$ cat src/pfpc_pkg.sv
// Package with offsets, reset values, carriers and helpers for the persistence filter block
package pfpc_pkg;
   // Register indices; byte address is four times the index
   localparam logic [7:0] IDX_PERSIST = 8'h8C;
   localparam logic [7:0] IDX_WAIT_CFG = 8'h8D;
   localparam logic [7:0] IDX_GAIN_PULSE = 8'h8E;
   localparam logic [7:0] IDX_CFG_SIX = 8'hAB;
   localparam logic [7:0] IDX_INT_CTRL = 8'hA1;
   localparam logic [7:0] IDX_INT_STATUS = 8'hA0;
   localparam int ADDR_W = 12;
   localparam int CNT_W = 6;
   // Reset values
   localparam logic [7:0] RST_PERSIST = 8'h00;
   localparam logic [7:0] RST_WAIT_CFG = 8'h50;
   localparam logic [7:0] RST_GAIN_PULSE = 8'h8F;
   localparam logic [7:0] RST_CFG_SIX = 8'h00;
   localparam logic [7:0] RST_INT_CTRL = 8'h00;
   // Field positions
   localparam int PROX_PERSISTENCE_FILTER_CTRL_HI = 7;
   localparam int PROX_PERSISTENCE_FILTER_CTRL_LO = 4;
   localparam int LIGHT_PERSISTENCE_FILTER_CTRL_HI = 3;
   localparam int LIGHT_PERSISTENCE_FILTER_CTRL_LO = 0;
   localparam int PROX_WAIT_EXT_BIT = 3;
   localparam int LIGHT_WAIT_EXT_BIT = 2;
   localparam int GAIN1_HI = 7;
   localparam int GAIN1_LO = 6;
   localparam int PULSE_HI = 5;
   localparam int PULSE_LO = 0;
   localparam int AUTO_PULSE_OFF_BIT = 6;
   localparam int LIGHT_INT_EN_BIT = 0;
   localparam int PROX_INT_EN_BIT = 1;
   localparam int LIGHT_FLAG_BIT = 0;
   localparam int PROX_FLAG_BIT = 1;
   // Wait extension factor
   localparam logic [3:0] WAIT_EXT_FACTOR = 4'hC;
   localparam int WAIT_W = 12;

   // Proximity result with its threshold window
   typedef struct packed
   {
      logic valid;
      logic [13:0] result;
      logic [13:0] low_thresh;
      logic [13:0] high_thresh;
   } pfpc_prox_s;

   // Light channel zero result with its high threshold
   typedef struct packed
   {
      logic valid;
      logic [15:0] result;
      logic [15:0] high_thresh;
   } pfpc_light_s;

   // Consecutive results needed for a light persistence code
   function automatic logic [5:0] light_need(input logic [3:0] code);
      logic [5:0] c;
      c = {2'h0, code};
      if (code <= 4'h3)
         light_need = c;
      else
         light_need = 6'(6'h5 * (c - 6'h3));
   endfunction

   // Wait period scaled by the extension bit
   function automatic logic [11:0] wait_scale(input logic [7:0] period, input logic ext);
      if (ext)
         wait_scale = 12'(period) * 12'(WAIT_EXT_FACTOR);
      else
         wait_scale = {4'h0, period};
   endfunction
endpackage

$ cat src/pfpc_top.sv
// Persistence filters, wait extension, gain and pulse control with APB registers
//
// Contract
// - Proximity code bits 7:4, resets zero; code zero gives an event every cycle.
// - Proximity code one gives an event on any single out-of-window result.
// - Proximity codes two to fifteen need that many consecutive out-of-window results.
// - Light code bits 3:0, resets zero; zero every cycle, one any single result.
// - Light codes two, three need that many; four up need five times code minus three.
// - Proximity out-of-window results are counted; event when count equals the code.
// - An inside proximity result clears the proximity counter.
// - Light out-of-range results are counted; event when count equals the light setting.
// - An inside light result clears the light counter.
// - Proximity wait-extend bit 3 multiplies the proximity wait period by twelve.
// - Light wait-extend bit 2 multiplies the light wait period by twelve.
// - Stage-one gain bits 7:6 reset two; codes select 1x to 8x, times stage two.
// - Pulse field bits 5:0 resets fifteen; pulses per cycle are field plus one.
// - With auto pulse control, pulses stop at the limit or near saturation.
// - Auto pulse off by bit 6 of config six sends exactly the programmed pulses.
// - Light out of range above high threshold; sets flag, drives pin if enabled.
// - Proximity out of range below low or above high; breach at persistence count.
//
// Chosen here: register access over APB.
`timescale 1ns/100ps
module pfpc_top (
   // Clock and reset
   input wire logic pclk,
   input wire logic presetn,
   // APB slave
   input wire logic psel,
   input wire logic penable,
   input wire logic pwrite,
   input wire logic [pfpc_pkg::ADDR_W-1:0] paddr,
   input wire logic [31:0] pwdata,
   input wire logic [3:0] pstrb,
   output logic [31:0] prdata,
   output logic pready,
   output logic pslverr,
   // Measurement engine
   input wire logic prox_cycle_start,
   input wire logic light_cycle_start,
   input wire pfpc_pkg::pfpc_prox_s prox_in,
   input wire pfpc_pkg::pfpc_light_s light_in,
   input wire logic near_saturation,
   input wire logic [1:0] prox_gain_stage_two,
   input wire logic [7:0] prox_wait_period,
   input wire logic [7:0] light_wait_period,
   // Events and interrupt pin
   output logic prox_event,
   output logic light_event,
   output logic light_int_flag,
   output logic prox_int_flag,
   output logic int_pin,
   // Emitter and configuration outputs
   output logic ir_pulse,
   output logic pulse_active,
   output logic [6:0] pulses_sent,
   output logic [11:0] prox_wait_scaled,
   output logic [11:0] light_wait_scaled,
   output logic [9:0] prox_gain_total_x10
);
   logic [7:0] persist_ctrl_r;
   logic [7:0] wait_cfg_r;
   logic [7:0] gain_pulse_r;
   logic [7:0] cfg_six_r;
   logic [7:0] int_ctrl_r;
   logic pready_r;
   logic pslverr_r;
   logic [31:0] prdata_r;
   logic [7:0] idx;
   logic mapped;
   logic wr_en;
   logic rd_en;
   logic lane0;
   logic [7:0] rd_val;
   logic prox_out;
   logic light_out;
   logic prox_ev;
   logic light_ev;
   logic [5:0] prox_cnt;
   logic [5:0] light_cnt;
   logic light_flag_r;
   logic prox_flag_r;
   logic int_pin_r;
   logic [6:0] pulse_lim_r;
   logic auto_lat_r;
   logic [6:0] pulse_cnt_r;
   logic pulse_active_r;
   logic ir_pulse_r;
   logic [11:0] prox_wait_r;
   logic [11:0] light_wait_r;
   logic [9:0] gain_total_r;
   logic [3:0] stage_one_x;
   logic [6:0] stage_two_x10;

   // Address decode
   assign idx = paddr[9:2];
   assign lane0 = pstrb[0];
   always_comb
   begin
      case (idx)
         pfpc_pkg::IDX_PERSIST: mapped = (paddr[1:0] == 2'h0) && (paddr[11:10] == 2'h0);
         pfpc_pkg::IDX_WAIT_CFG: mapped = (paddr[1:0] == 2'h0) && (paddr[11:10] == 2'h0);
         pfpc_pkg::IDX_GAIN_PULSE: mapped = (paddr[1:0] == 2'h0) && (paddr[11:10] == 2'h0);
         pfpc_pkg::IDX_CFG_SIX: mapped = (paddr[1:0] == 2'h0) && (paddr[11:10] == 2'h0);
         pfpc_pkg::IDX_INT_CTRL: mapped = (paddr[1:0] == 2'h0) && (paddr[11:10] == 2'h0);
         pfpc_pkg::IDX_INT_STATUS: mapped = (paddr[1:0] == 2'h0) && (paddr[11:10] == 2'h0);
         default: mapped = 1'b0;
      endcase
   end
   assign wr_en = psel && penable && pready_r && pwrite && mapped && lane0;
   assign rd_en = psel && penable && !pready_r && !pwrite;

   // Read mux
   always_comb
   begin
      case (idx)
         pfpc_pkg::IDX_PERSIST: rd_val = persist_ctrl_r;
         pfpc_pkg::IDX_WAIT_CFG: rd_val = wait_cfg_r;
         pfpc_pkg::IDX_GAIN_PULSE: rd_val = gain_pulse_r;
         pfpc_pkg::IDX_CFG_SIX: rd_val = cfg_six_r;
         pfpc_pkg::IDX_INT_CTRL: rd_val = int_ctrl_r;
         pfpc_pkg::IDX_INT_STATUS: rd_val = {6'h00, prox_flag_r, light_flag_r};
         default: rd_val = 8'h00;
      endcase
   end

   // One wait state, then ready with data
   always_ff @(posedge pclk or negedge presetn)
   begin
      if (!presetn)
      begin
         pready_r <= 1'b0;
         pslverr_r <= 1'b0;
         prdata_r <= 32'h00000000;
      end
      else
      begin
         pready_r <= psel && penable && !pready_r;
         pslverr_r <= psel && penable && !pready_r && !mapped;
         if (rd_en)
            prdata_r <= mapped ? {24'h000000, rd_val} : 32'h00000000;
      end
   end

   // Persistence control register
   always_ff @(posedge pclk or negedge presetn)
   begin
      if (!presetn)
         persist_ctrl_r <= pfpc_pkg::RST_PERSIST;
      else if (wr_en && idx == pfpc_pkg::IDX_PERSIST)
         persist_ctrl_r <= pwdata[7:0];
   end

   // Wait configuration; reserved bits stored as written
   always_ff @(posedge pclk or negedge presetn)
   begin
      if (!presetn)
         wait_cfg_r <= pfpc_pkg::RST_WAIT_CFG;
      else if (wr_en && idx == pfpc_pkg::IDX_WAIT_CFG)
         wait_cfg_r <= pwdata[7:0];
   end

   // Gain and pulse register
   always_ff @(posedge pclk or negedge presetn)
   begin
      if (!presetn)
         gain_pulse_r <= pfpc_pkg::RST_GAIN_PULSE;
      else if (wr_en && idx == pfpc_pkg::IDX_GAIN_PULSE)
         gain_pulse_r <= pwdata[7:0];
   end

   // Config six and interrupt enables
   always_ff @(posedge pclk or negedge presetn)
   begin
      if (!presetn)
      begin
         cfg_six_r <= pfpc_pkg::RST_CFG_SIX;
         int_ctrl_r <= pfpc_pkg::RST_INT_CTRL;
      end
      else
      begin
         if (wr_en && idx == pfpc_pkg::IDX_CFG_SIX)
            cfg_six_r <= pwdata[7:0];
         if (wr_en && idx == pfpc_pkg::IDX_INT_CTRL)
            int_ctrl_r <= {6'h00, pwdata[1:0]};
      end
   end

   // Out-of-range tests
   assign prox_out = (prox_in.result < prox_in.low_thresh) || (prox_in.result > prox_in.high_thresh);
   assign light_out = light_in.result > light_in.high_thresh;

   // Proximity filter, code used directly as count
   pfpc_persist_filter #(.CNT_W(pfpc_pkg::CNT_W)) u_prox_filter (
      .pclk(pclk),
      .presetn(presetn),
      .cycle_start(prox_cycle_start),
      .need({2'h0, persist_ctrl_r[pfpc_pkg::PROX_PERSISTENCE_FILTER_CTRL_HI:pfpc_pkg::PROX_PERSISTENCE_FILTER_CTRL_LO]}),
      .result_valid(prox_in.valid),
      .out_of_range(prox_out),
      .event_r(prox_ev),
      .count_r(prox_cnt)
   );

   // Light filter, code mapped to a count
   pfpc_persist_filter #(.CNT_W(pfpc_pkg::CNT_W)) u_light_filter (
      .pclk(pclk),
      .presetn(presetn),
      .cycle_start(light_cycle_start),
      .need(pfpc_pkg::light_need(persist_ctrl_r[pfpc_pkg::LIGHT_PERSISTENCE_FILTER_CTRL_HI:pfpc_pkg::LIGHT_PERSISTENCE_FILTER_CTRL_LO])),
      .result_valid(light_in.valid),
      .out_of_range(light_out),
      .event_r(light_ev),
      .count_r(light_cnt)
   );

   // Sticky flags, set wins over a write-one clear
   always_ff @(posedge pclk or negedge presetn)
   begin
      if (!presetn)
      begin
         light_flag_r <= 1'b0;
         prox_flag_r <= 1'b0;
      end
      else
      begin
         if (light_ev)
            light_flag_r <= 1'b1;
         else if (wr_en && idx == pfpc_pkg::IDX_INT_STATUS && pwdata[pfpc_pkg::LIGHT_FLAG_BIT])
            light_flag_r <= 1'b0;
         if (prox_ev)
            prox_flag_r <= 1'b1;
         else if (wr_en && idx == pfpc_pkg::IDX_INT_STATUS && pwdata[pfpc_pkg::PROX_FLAG_BIT])
            prox_flag_r <= 1'b0;
      end
   end

   // Interrupt pin
   always_ff @(posedge pclk or negedge presetn)
   begin
      if (!presetn)
         int_pin_r <= 1'b0;
      else
         int_pin_r <= (light_flag_r && int_ctrl_r[pfpc_pkg::LIGHT_INT_EN_BIT])
            || (prox_flag_r && int_ctrl_r[pfpc_pkg::PROX_INT_EN_BIT]);
   end

   // Pulse limit and mode taken at cycle start
   always_ff @(posedge pclk or negedge presetn)
   begin
      if (!presetn)
      begin
         pulse_lim_r <= 7'h10;
         auto_lat_r <= 1'b1;
      end
      else if (prox_cycle_start)
      begin
         pulse_lim_r <= 7'({1'b0, gain_pulse_r[pfpc_pkg::PULSE_HI:pfpc_pkg::PULSE_LO]} + 7'h01);
         auto_lat_r <= !cfg_six_r[pfpc_pkg::AUTO_PULSE_OFF_BIT];
      end
   end

   // Pulse engine
   always_ff @(posedge pclk or negedge presetn)
   begin
      if (!presetn)
      begin
         pulse_cnt_r <= 7'h00;
         pulse_active_r <= 1'b0;
         ir_pulse_r <= 1'b0;
      end
      else if (prox_cycle_start)
      begin
         pulse_cnt_r <= 7'h00;
         pulse_active_r <= 1'b1;
         ir_pulse_r <= 1'b0;
      end
      else if (pulse_active_r)
      begin
         if (pulse_cnt_r >= pulse_lim_r || (auto_lat_r && near_saturation))
         begin
            pulse_active_r <= 1'b0;
            ir_pulse_r <= 1'b0;
         end
         else
         begin
            pulse_cnt_r <= 7'(pulse_cnt_r + 7'h01);
            ir_pulse_r <= 1'b1;
         end
      end
      else
         ir_pulse_r <= 1'b0;
   end

   // Gain factors
   assign stage_one_x = 4'(4'h1 << gain_pulse_r[pfpc_pkg::GAIN1_HI:pfpc_pkg::GAIN1_LO]);
   always_comb
   begin
      case (prox_gain_stage_two)
         2'h0: stage_two_x10 = 7'h19;
         2'h1: stage_two_x10 = 7'h32;
         2'h3: stage_two_x10 = 7'h64;
         default: stage_two_x10 = 7'h00;
      endcase
   end

   // Scaled wait periods and total gain
   always_ff @(posedge pclk or negedge presetn)
   begin
      if (!presetn)
      begin
         prox_wait_r <= 12'h000;
         light_wait_r <= 12'h000;
         gain_total_r <= 10'h000;
      end
      else
      begin
         prox_wait_r <= pfpc_pkg::wait_scale(prox_wait_period, wait_cfg_r[pfpc_pkg::PROX_WAIT_EXT_BIT]);
         light_wait_r <= pfpc_pkg::wait_scale(light_wait_period,
            wait_cfg_r[pfpc_pkg::LIGHT_WAIT_EXT_BIT]);
         gain_total_r <= 10'(stage_one_x) * 10'(stage_two_x10);
      end
   end

   assign prdata = prdata_r;
   assign pready = pready_r;
   assign pslverr = pslverr_r;
   assign prox_event = prox_ev;
   assign light_event = light_ev;
   assign light_int_flag = light_flag_r;
   assign prox_int_flag = prox_flag_r;
   assign int_pin = int_pin_r;
   assign ir_pulse = ir_pulse_r;
   assign pulse_active = pulse_active_r;
   assign pulses_sent = pulse_cnt_r;
   assign prox_wait_scaled = prox_wait_r;
   assign light_wait_scaled = light_wait_r;
   assign prox_gain_total_x10 = gain_total_r;

   a_pulse_limit_held: assert property (@(posedge pclk) disable iff (!presetn)
      pulse_cnt_r <= pulse_lim_r || $past(prox_cycle_start))
      else $error("pulse count above limit");

   a_manual_exact_pulses: assert property (@(posedge pclk) disable iff (!presetn)
      ($fell(pulse_active_r) && !auto_lat_r && !$past(prox_cycle_start)) |-> (pulse_cnt_r == pulse_lim_r))
      else $error("manual mode ended short");

   a_sat_stops_pulses: assert property (@(posedge pclk) disable iff (!presetn)
      (pulse_active_r && auto_lat_r && near_saturation && !prox_cycle_start) |=> (!pulse_active_r && !ir_pulse_r))
      else $error("pulses continued at saturation");

   a_light_flag_set: assert property (@(posedge pclk) disable iff (!presetn)
      light_ev |=> light_flag_r)
      else $error("light flag not set");

   a_int_pin_follows: assert property (@(posedge pclk) disable iff (!presetn)
      (light_flag_r && int_ctrl_r[pfpc_pkg::LIGHT_INT_EN_BIT]) |=> int_pin_r)
      else $error("interrupt pin not driven");

   a_wait_extend_twelve: assert property (@(posedge pclk) disable iff (!presetn)
      $past(wait_cfg_r[pfpc_pkg::PROX_WAIT_EXT_BIT]) |-> (prox_wait_r == 12'($past(prox_wait_period)) * 12'h00C))
      else $error("proximity wait not extended");

   a_light_code_five: assert property (@(posedge pclk) disable iff (!presetn)
      (light_cycle_start && persist_ctrl_r[3:0] == 4'h4) |=> (u_light_filter.need_r == 6'h05))
      else $error("light code four not five results");

   a_write_next_cycle: assert property (@(posedge pclk) disable iff (!presetn)
      (!prox_cycle_start && !$past(prox_cycle_start)) |-> $stable(pulse_lim_r))
      else $error("pulse limit changed mid cycle");
endmodule

$ cat src/pfpc_persist_filter.sv
// Consecutive out-of-range counter with persistence compare
`timescale 1ns/100ps
module pfpc_persist_filter #(
   parameter int CNT_W = 6
) (
   // Clock and reset
   input wire logic pclk,
   input wire logic presetn,
   // Cycle and result
   input wire logic cycle_start,
   input wire logic [CNT_W-1:0] need,
   input wire logic result_valid,
   input wire logic out_of_range,
   // Event and count
   output logic event_r,
   output logic [CNT_W-1:0] count_r
);
   logic [CNT_W-1:0] need_r;
   logic [CNT_W-1:0] count_nxt;

   // Code taken at cycle start
   always_ff @(posedge pclk or negedge presetn)
   begin
      if (!presetn)
         need_r <= '0;
      else if (cycle_start)
         need_r <= need;
   end

   // Saturating count
   always_comb
   begin
      if (!out_of_range)
         count_nxt = '0;
      else if (count_r >= need_r)
         count_nxt = need_r;
      else
         count_nxt = CNT_W'(count_r + 1'b1);
   end

   always_ff @(posedge pclk or negedge presetn)
   begin
      if (!presetn)
         count_r <= '0;
      else if (result_valid)
         count_r <= count_nxt;
   end

   // Event on each result meeting the count, or every result for code zero
   always_ff @(posedge pclk or negedge presetn)
   begin
      if (!presetn)
         event_r <= 1'b0;
      else
         event_r <= result_valid && ((need_r == '0) || (out_of_range && count_nxt == need_r));
   end

   a_code_zero_every: assert property (@(posedge pclk) disable iff (!presetn)
      (result_valid && need_r == '0) |=> event_r)
      else $error("code zero result gave no event");

   a_inside_clears: assert property (@(posedge pclk) disable iff (!presetn)
      (result_valid && !out_of_range) |=> (count_r == '0))
      else $error("counter not cleared on inside result");

   a_count_saturates: assert property (@(posedge pclk) disable iff (!presetn)
      (result_valid && need_r != '0) |=> (count_r <= $past(need_r)))
      else $error("counter passed its code");

   a_event_needs_count: assert property (@(posedge pclk) disable iff (!presetn)
      (event_r && $past(need_r) != '0) |-> (count_r == $past(need_r) && $past(out_of_range)))
      else $error("event before count reached");
endmodule

$ cat config.mk
export PLATFORM = sky130hd
export DESIGN_NAME = pfpc_top
export DESIGN_NICKNAME = d
export VERILOG_FILES = /design/src/pfpc_pkg.sv /design/src/pfpc_top.sv /design/src/pfpc_persist_filter.sv
export SDC_FILE = /design/constraint.sdc
export NUM_CORES = 1
export LEC_CHECK = 0
export BUFFER_PORTS_ARGS = -buffer_cell sky130_fd_sc_hd__buf_4
export CAP_MARGIN = 20
export CORE_ASPECT_RATIO = 1.25
export CORE_MARGIN = 1
export CORE_UTILIZATION = 58
export CTS_CLUSTER_SIZE = 24
export DETAILED_ROUTE_END_ITERATION = 7
export PLACE_DENSITY = 0.87
export SYNTH_ARGS = -nofsm -noshare
export SYNTH_HDL_FRONTEND = slang
export SYNTH_SLANG_ARGS = --single-unit
export TNS_END_PERCENT = 20
$ cat constraint.sdc
create_clock -name pclk -period 8.15 [get_ports pclk]
set_input_delay 0.815 -clock pclk [delete_from_list [all_inputs] [get_ports pclk]]
set_output_delay 0.815 -clock pclk [all_outputs]
set_load 0.02 [all_outputs]
* Word-level counts from Yosys, hierarchy flattened
Index checks and enable logic that the tools add are counted.
** Storage, ports and cells
- Word-level logic and storage cells :: 118
- Flip-flop bits (word level) :: 146
- Input port bits :: 150
** Operators by class
- Reduce and logical (&&, ||, !) cells :: 43
- Multiplexer cells :: 22
- Add/sub/neg operators :: 5
- Eq/ne operators :: 11
- $mul :: 4
- Shifts and indexed selects :: 1
- Magnitude comparators :: 7
** Operators with widths (count)
- $eq 8x8->1 const B :: 6
- $pmux 8 s6 :: 1
- $mux 6 :: 5
- $logic_and 1x1->1 :: 24
- $mux 12 :: 2
- $mux 7 :: 3
- $pmux 7 s3 :: 1
- $mul 8x2->10 const B :: 2
- $gt 16x16->1 :: 1
- $gt 14x14->1 :: 1
- $lt 14x14->1 :: 1
- $add 6x1->6 const B :: 2
- $logic_not 6->1 :: 2
- $mul 4x7->10 :: 1
- $mux 1 :: 9
- $mux 8 :: 1
- $add 6x1->7 const B :: 1
- $add 7x1->7 const B :: 1
- $ge 7x7->1 :: 1
- $eq 6x4->1 :: 1
- $eq 6x6->1 :: 1
- $ge 6x4->1 :: 1
- $ge 6x6->1 :: 1
- $logic_not 2->1 :: 3
- 12 further kinds :: 21

* Longest topological paths before layout
- Word-level depth :: 9
- Mapped depth :: 15

* Cells and area by module
Synthesis repeated with hierarchy kept, for this count alone.
** Unflattened totals
- Cell total of the unflattened synthesis :: 941
- Area total of the unflattened synthesis :: 8957.3 µm²
** By module, submodules not included
- pfpc_top :: sequential area each 2463.6 µm², cells an instance 739, area an instance 7143.1 µm², times used 1
- pfpc_persist_filter :: sequential area each 325.3 µm², cells an instance 101, area an instance 907.1 µm², times used 2

* Least setup slack after synthesis
No wires, ideal clock.
- Path kind :: input -> register
- Start point :: input prox_gain_stage_two[0]
- End point :: register gain_total_r[9] (netlist: prox_gain_total_x10[9])
- Slack :: 4.366 ns
- Library setup time :: 0.129 ns
- Cell stages on the path :: 13
- Arrival :: 3.655 ns
- Cells stage by stage :: clkbuf_1 > nand2_1 > or2_2 > fa_1 > fa_1 > inv_1 > ha_1 > a21o_1 > a21oi_1 > o21bai_1 > a21oi_1 > o21ai_0 > xor2_1
** On the way
- Word-level cells in the longest chain between the ends :: 3
- Elaborated cells on any way between the ends :: 5
- Those cells by class :: mul: 1; eq/ne: 2; mux: 1; reduce/logical: 1
** Ends and longest elaborated chain
- start, declared :: line pfpc_top.sv:44 : input wire logic [1:0] prox_gain_stage_two,
- $eq 2x2->1, or another cell as far along :: line pfpc_top.sv:299 : case (prox_gain_stage_two)
- $pmux 7 s3 (*) :: line pfpc_top.sv:299
- $mul 4x7->10 (*) :: line pfpc_top.sv:321 : gain_total_r <= 10'(stage_one_x) * 10'(stage_two_x10);
- end signal, assigned :: line pfpc_top.sv:321
- end, declared :: line pfpc_top.sv:91 : logic [9:0] gain_total_r;
Every way passes the cells marked *; elsewhere a longest branch is shown, timed or not.
A chain may end at the register's enable or synchronous reset.

* Worst setup path after layout
- Start point :: register gain_pulse_r[7]
- End point :: register gain_total_r[9] (netlist: prox_gain_total_x10[9])
** On the way
- Word-level cells in the longest chain between the ends :: 2
** Ends and longest elaborated chain
- start, declared :: line pfpc_top.sv:63 : logic [7:0] gain_pulse_r;
- start signal, assigned :: line pfpc_top.sv:167 : gain_pulse_r <= pfpc_pkg::RST_GAIN_PULSE;
- start signal, assigned :: line pfpc_top.sv:169 : gain_pulse_r <= pwdata[7:0];
- $shl 1x2->4 :: line pfpc_top.sv:296 : assign stage_one_x = 4'(4'h1 << gain_pulse_r[pfpc_pkg::GAIN1_HI:pfpc_pkg::GAIN1_LO]);
- $mul 4x7->10 :: line pfpc_top.sv:321
Every way passes these cells.

==> impl_metrics.tcl <==
set metrics [dict create \
    cts_root_buf "clkbuf_16" \
    viasPerCell 5.63 \
    crit_fanout 10 \
    required_ns 8.45 \
    status "completed" \
    vias 6917 \
    die_x_microns 110 \
    final_nets 1301 \
    yosys_warnings 0 \
    path_cells "nor2b_1, nand2_1, or2_2, fa_1, fa_1, inv_1, ha_1, a21o_1, a21oi_1, o21bai_1, a21oi_1, o21ai_0, xor2_1" \
    areaGrowthSynthToFinish_pct 23.9 \
    async_flop_share_pct 100 \
    cts.sinks 122 \
    place_hpwl_microns 14300 \
    grt_pass1_vias 6942 \
    synth_cells 863 \
    place_ws_ns 4.18 \
    hold_violations 0 \
    post_cts_buffers 0 \
    antenna_found_initial 0 \
    ys_types 62 \
    yosysSeqAreaShare_pct 36.4 \
    routed_wl_microns 19500 \
    p_int_uw 1200 \
    syn_area_sq_um 8430 \
    coreArea_sq_um 14000 \
    layout-drive-gt1-share_pct 26.6 \
    tightest_slew_ns 1.03 \
    finalCritPeriodShare_pct 47.1 \
    antennaDiodeCount 0 \
    wl_per_cell_microns 15.9 \
    worst_ir_drop_vdd_uv 128 \
    place_inst 1194 \
    leakagePower_uw 0.00538 \
    post-route-min-period_ns 3.84 \
    clockPowerShare_pct 45.2 \
    drc 0 \
    layout_setup_ws_ns 4.31 \
    critical_path_arrival_ns 4.14 \
    rsz0062_at_grt "false" \
    grt_overflow 0 \
    timing.fmax_ghz 0.261 \
    ys.flop_type "dfrtp_1" \
    slowest_stage "dfstp_2" \
    clockBufferDepth 2 \
    slew_viol_final 0 \
    portBuffers 180 \
    relSlewSlack_pct 31.1 \
    fp.dieH_microns 137 \
    place_congestion 0.896 \
    sw_frac_of_total_pct 27.1 \
    cts_tree "done" \
    comb_power_share_pct 16.4 \
    cts.hold.buffers_added 0 \
    crit_type "reg -> reg" \
    num_io_pins 232 \
    setup_viol 0 \
    mostFrequentLayoutCells "buf_4 (181), dfrtp_1 (113), inv_1 (105), ha_1 (98), nand2_1 (56)" \
    end_kind "flip-flop" \
    critPathTopFamily "adder cells" \
    drv_cap 0 \
    max_stage_delay_ns 0.61 \
    final_common_cell "buf_4" \
    grtUsageTotal_pct 27.1 \
    skew_ns 0.0113 \
    finalSetupTns_ns 0 \
    seqPwrFrac_pct 38.4 \
    cp_num_buf_inv 1 \
    firstDrtPassIters 5 \
    clkSlewWorstSetupHoldPaths_ns 0.06 \
    syn_avg_cell_area_sq_um 9.77 \
    rows 48 \
    start_util_pct 60.2 \
    cts_max_level 4 \
    fin_cells 1228 \
    synth-edff-count 0 \
    initialDrtViolationCount 332 \
    p_sw_uw 447 \
    dieArea_sq_um 15000 \
    numCtsBuffers 17 \
    cts_resized 0 \
    clk_latency_ns 0.43 \
    hold_path.class "in -> async" \
    ant_nets 0 \
    grt_start_max_net_pins 86 \
    crit_path_start_kind "flip-flop" \
    grt_pass1_wl_microns 31600 \
    p_per_area_nw_per_um2 158 \
    ys_ff_latch 122 \
]
[cells by family after synthesis]
kind of cell | Yosys count | share of synthesized area, %
AOI/OAI and AO/OA | 166 | 12.5
xor gates and xnor gates | 43 | 4.47
adders and majority gates | 111 | 17.6
buffers and inverters | 153 | 7.91
DFF | 122 | 36.4
muxes | 64 | 8.33
other | 1 | 0.0445
and+or+nand+nor | 203 | 12.7
[worst reg2reg max path, delay by kind of cell (launching register included)]
| kind | cells | cell delay, ns |
|---|---|---|
| adders and majority gates | 3 | 1.28 |
| and+or+nand+nor | 3 | 0.68 |
| DFF | 1 | 0.61 |
| xor gates and xnor gates | 1 | 0.17 |
| AOI/OAI and AO/OA | 5 | 0.91 |
| buffers and inverters | 1 | 0.07 |
[layout make-up]
type | count | area (sq um)
clock buffers | 18 | 439
clock inverters | 14 | 149
fillers | 943 | 3550
inverters | 105 | 394
multi-input cells | 611 | 4780
flip-flops and latches | 122 | 3060
well taps | 175 | 219
repair buffers | 183 | 1390
[cells in the mapped netlist (all sizes together), types with 13 or more instances]
| cell type | instances | share of area (%) |
|---|---|---|
| dfrtp | 113 | 34 |
| inv | 105 | 4.7 |
| ha | 98 | 15 |
| nand2 | 56 | 2.5 |
| mux2 | 49 | 6.5 |
| o21ai | 46 | 2.7 |
| a21oi | 42 | 2.5 |
| nor2 | 35 | 1.6 |
| xnor2 | 33 | 3.4 |
| buf | 29 | 2.4 |
| nand3 | 21 | 1.2 |
| clkbuf | 19 | 0.85 |
| nor2b | 18 | 1.3 |
| a21o | 17 | 1.5 |
| mux2i | 15 | 1.8 |
| fa | 13 | 3.1 |
[worst paths after layout]
| check | from | end | slack, ns | cells after the start |
|---|---|---|---|---|
| hold / removal | presetn | pulses_sent[2] | 0.36 | 1 |
| hold reg to reg | u_light_filter.event_r | light_int_flag | 0.46 | 1 |
| setup / recovery | gain_pulse_r[7] | prox_gain_total_x10[9] | 4.31 | 13 |
| min in group pclk | u_light_filter.event_r | light_int_flag | 0.46 | 1 |
| setup reg to reg | gain_pulse_r[7] | prox_gain_total_x10[9] | 4.31 | 13 |
| max in group asynchronous | presetn | gain_pulse_r[0] | 6.62 | 3 |
[registers in the layout, summed over array words and instances (netlist names), 2 cells and up]
name and cells:
gain_pulse_r 8, prox_gain_total_x10 10, prox_wait_scaled 12, light_wait_scaled 12
prdata 8, persist_ctrl_r 8, cfg_six_r 8, u_prox_filter.count_r 6
int_ctrl_r 2, pulse_lim_r 7, wait_cfg_r 8, pulses_sent 7
u_prox_filter.need_r 4, u_light_filter.need_r 6, u_light_filter.count_r 6
[metal layers]
metal  GRT usage (%)  vias to the layer above  wire length, microns
met4            11.2                        0                   547
met3            7.19                       48                  1180
met2            48.5                      220                 10300
li1                -                     3309                     -
met1            30.0                     3340                  7520
met5               0                        -                     0
[power groups by stage]
stage / sequential, uW / combinational, uW / clock (uW)
detailed placement: 643 / 266 / 0
floorplan: 653 / 153 / 0
CTS: 634 / 270 / 753
global placement: 643 / 256 / 0
global route: 635 / 301 / 779
finish: 634 / 271 / 746
[metrics by stage]
stage,utilization (%),hold WS [ns],total power (uW),area [sq um]
2_1_floorplan,-,0.411,806,8520
3_3_place_gp,70.2,0.438,899,9820
3_5_place_dp,70.2,0.449,909,9820
4_1_cts,74.4,0.372,1660,10400
5_1_grt,74.6,0.404,1720,10400
6_report,74.6,0.360,1650,10400
Note: power is estimated with default switching activity, not from simulation.
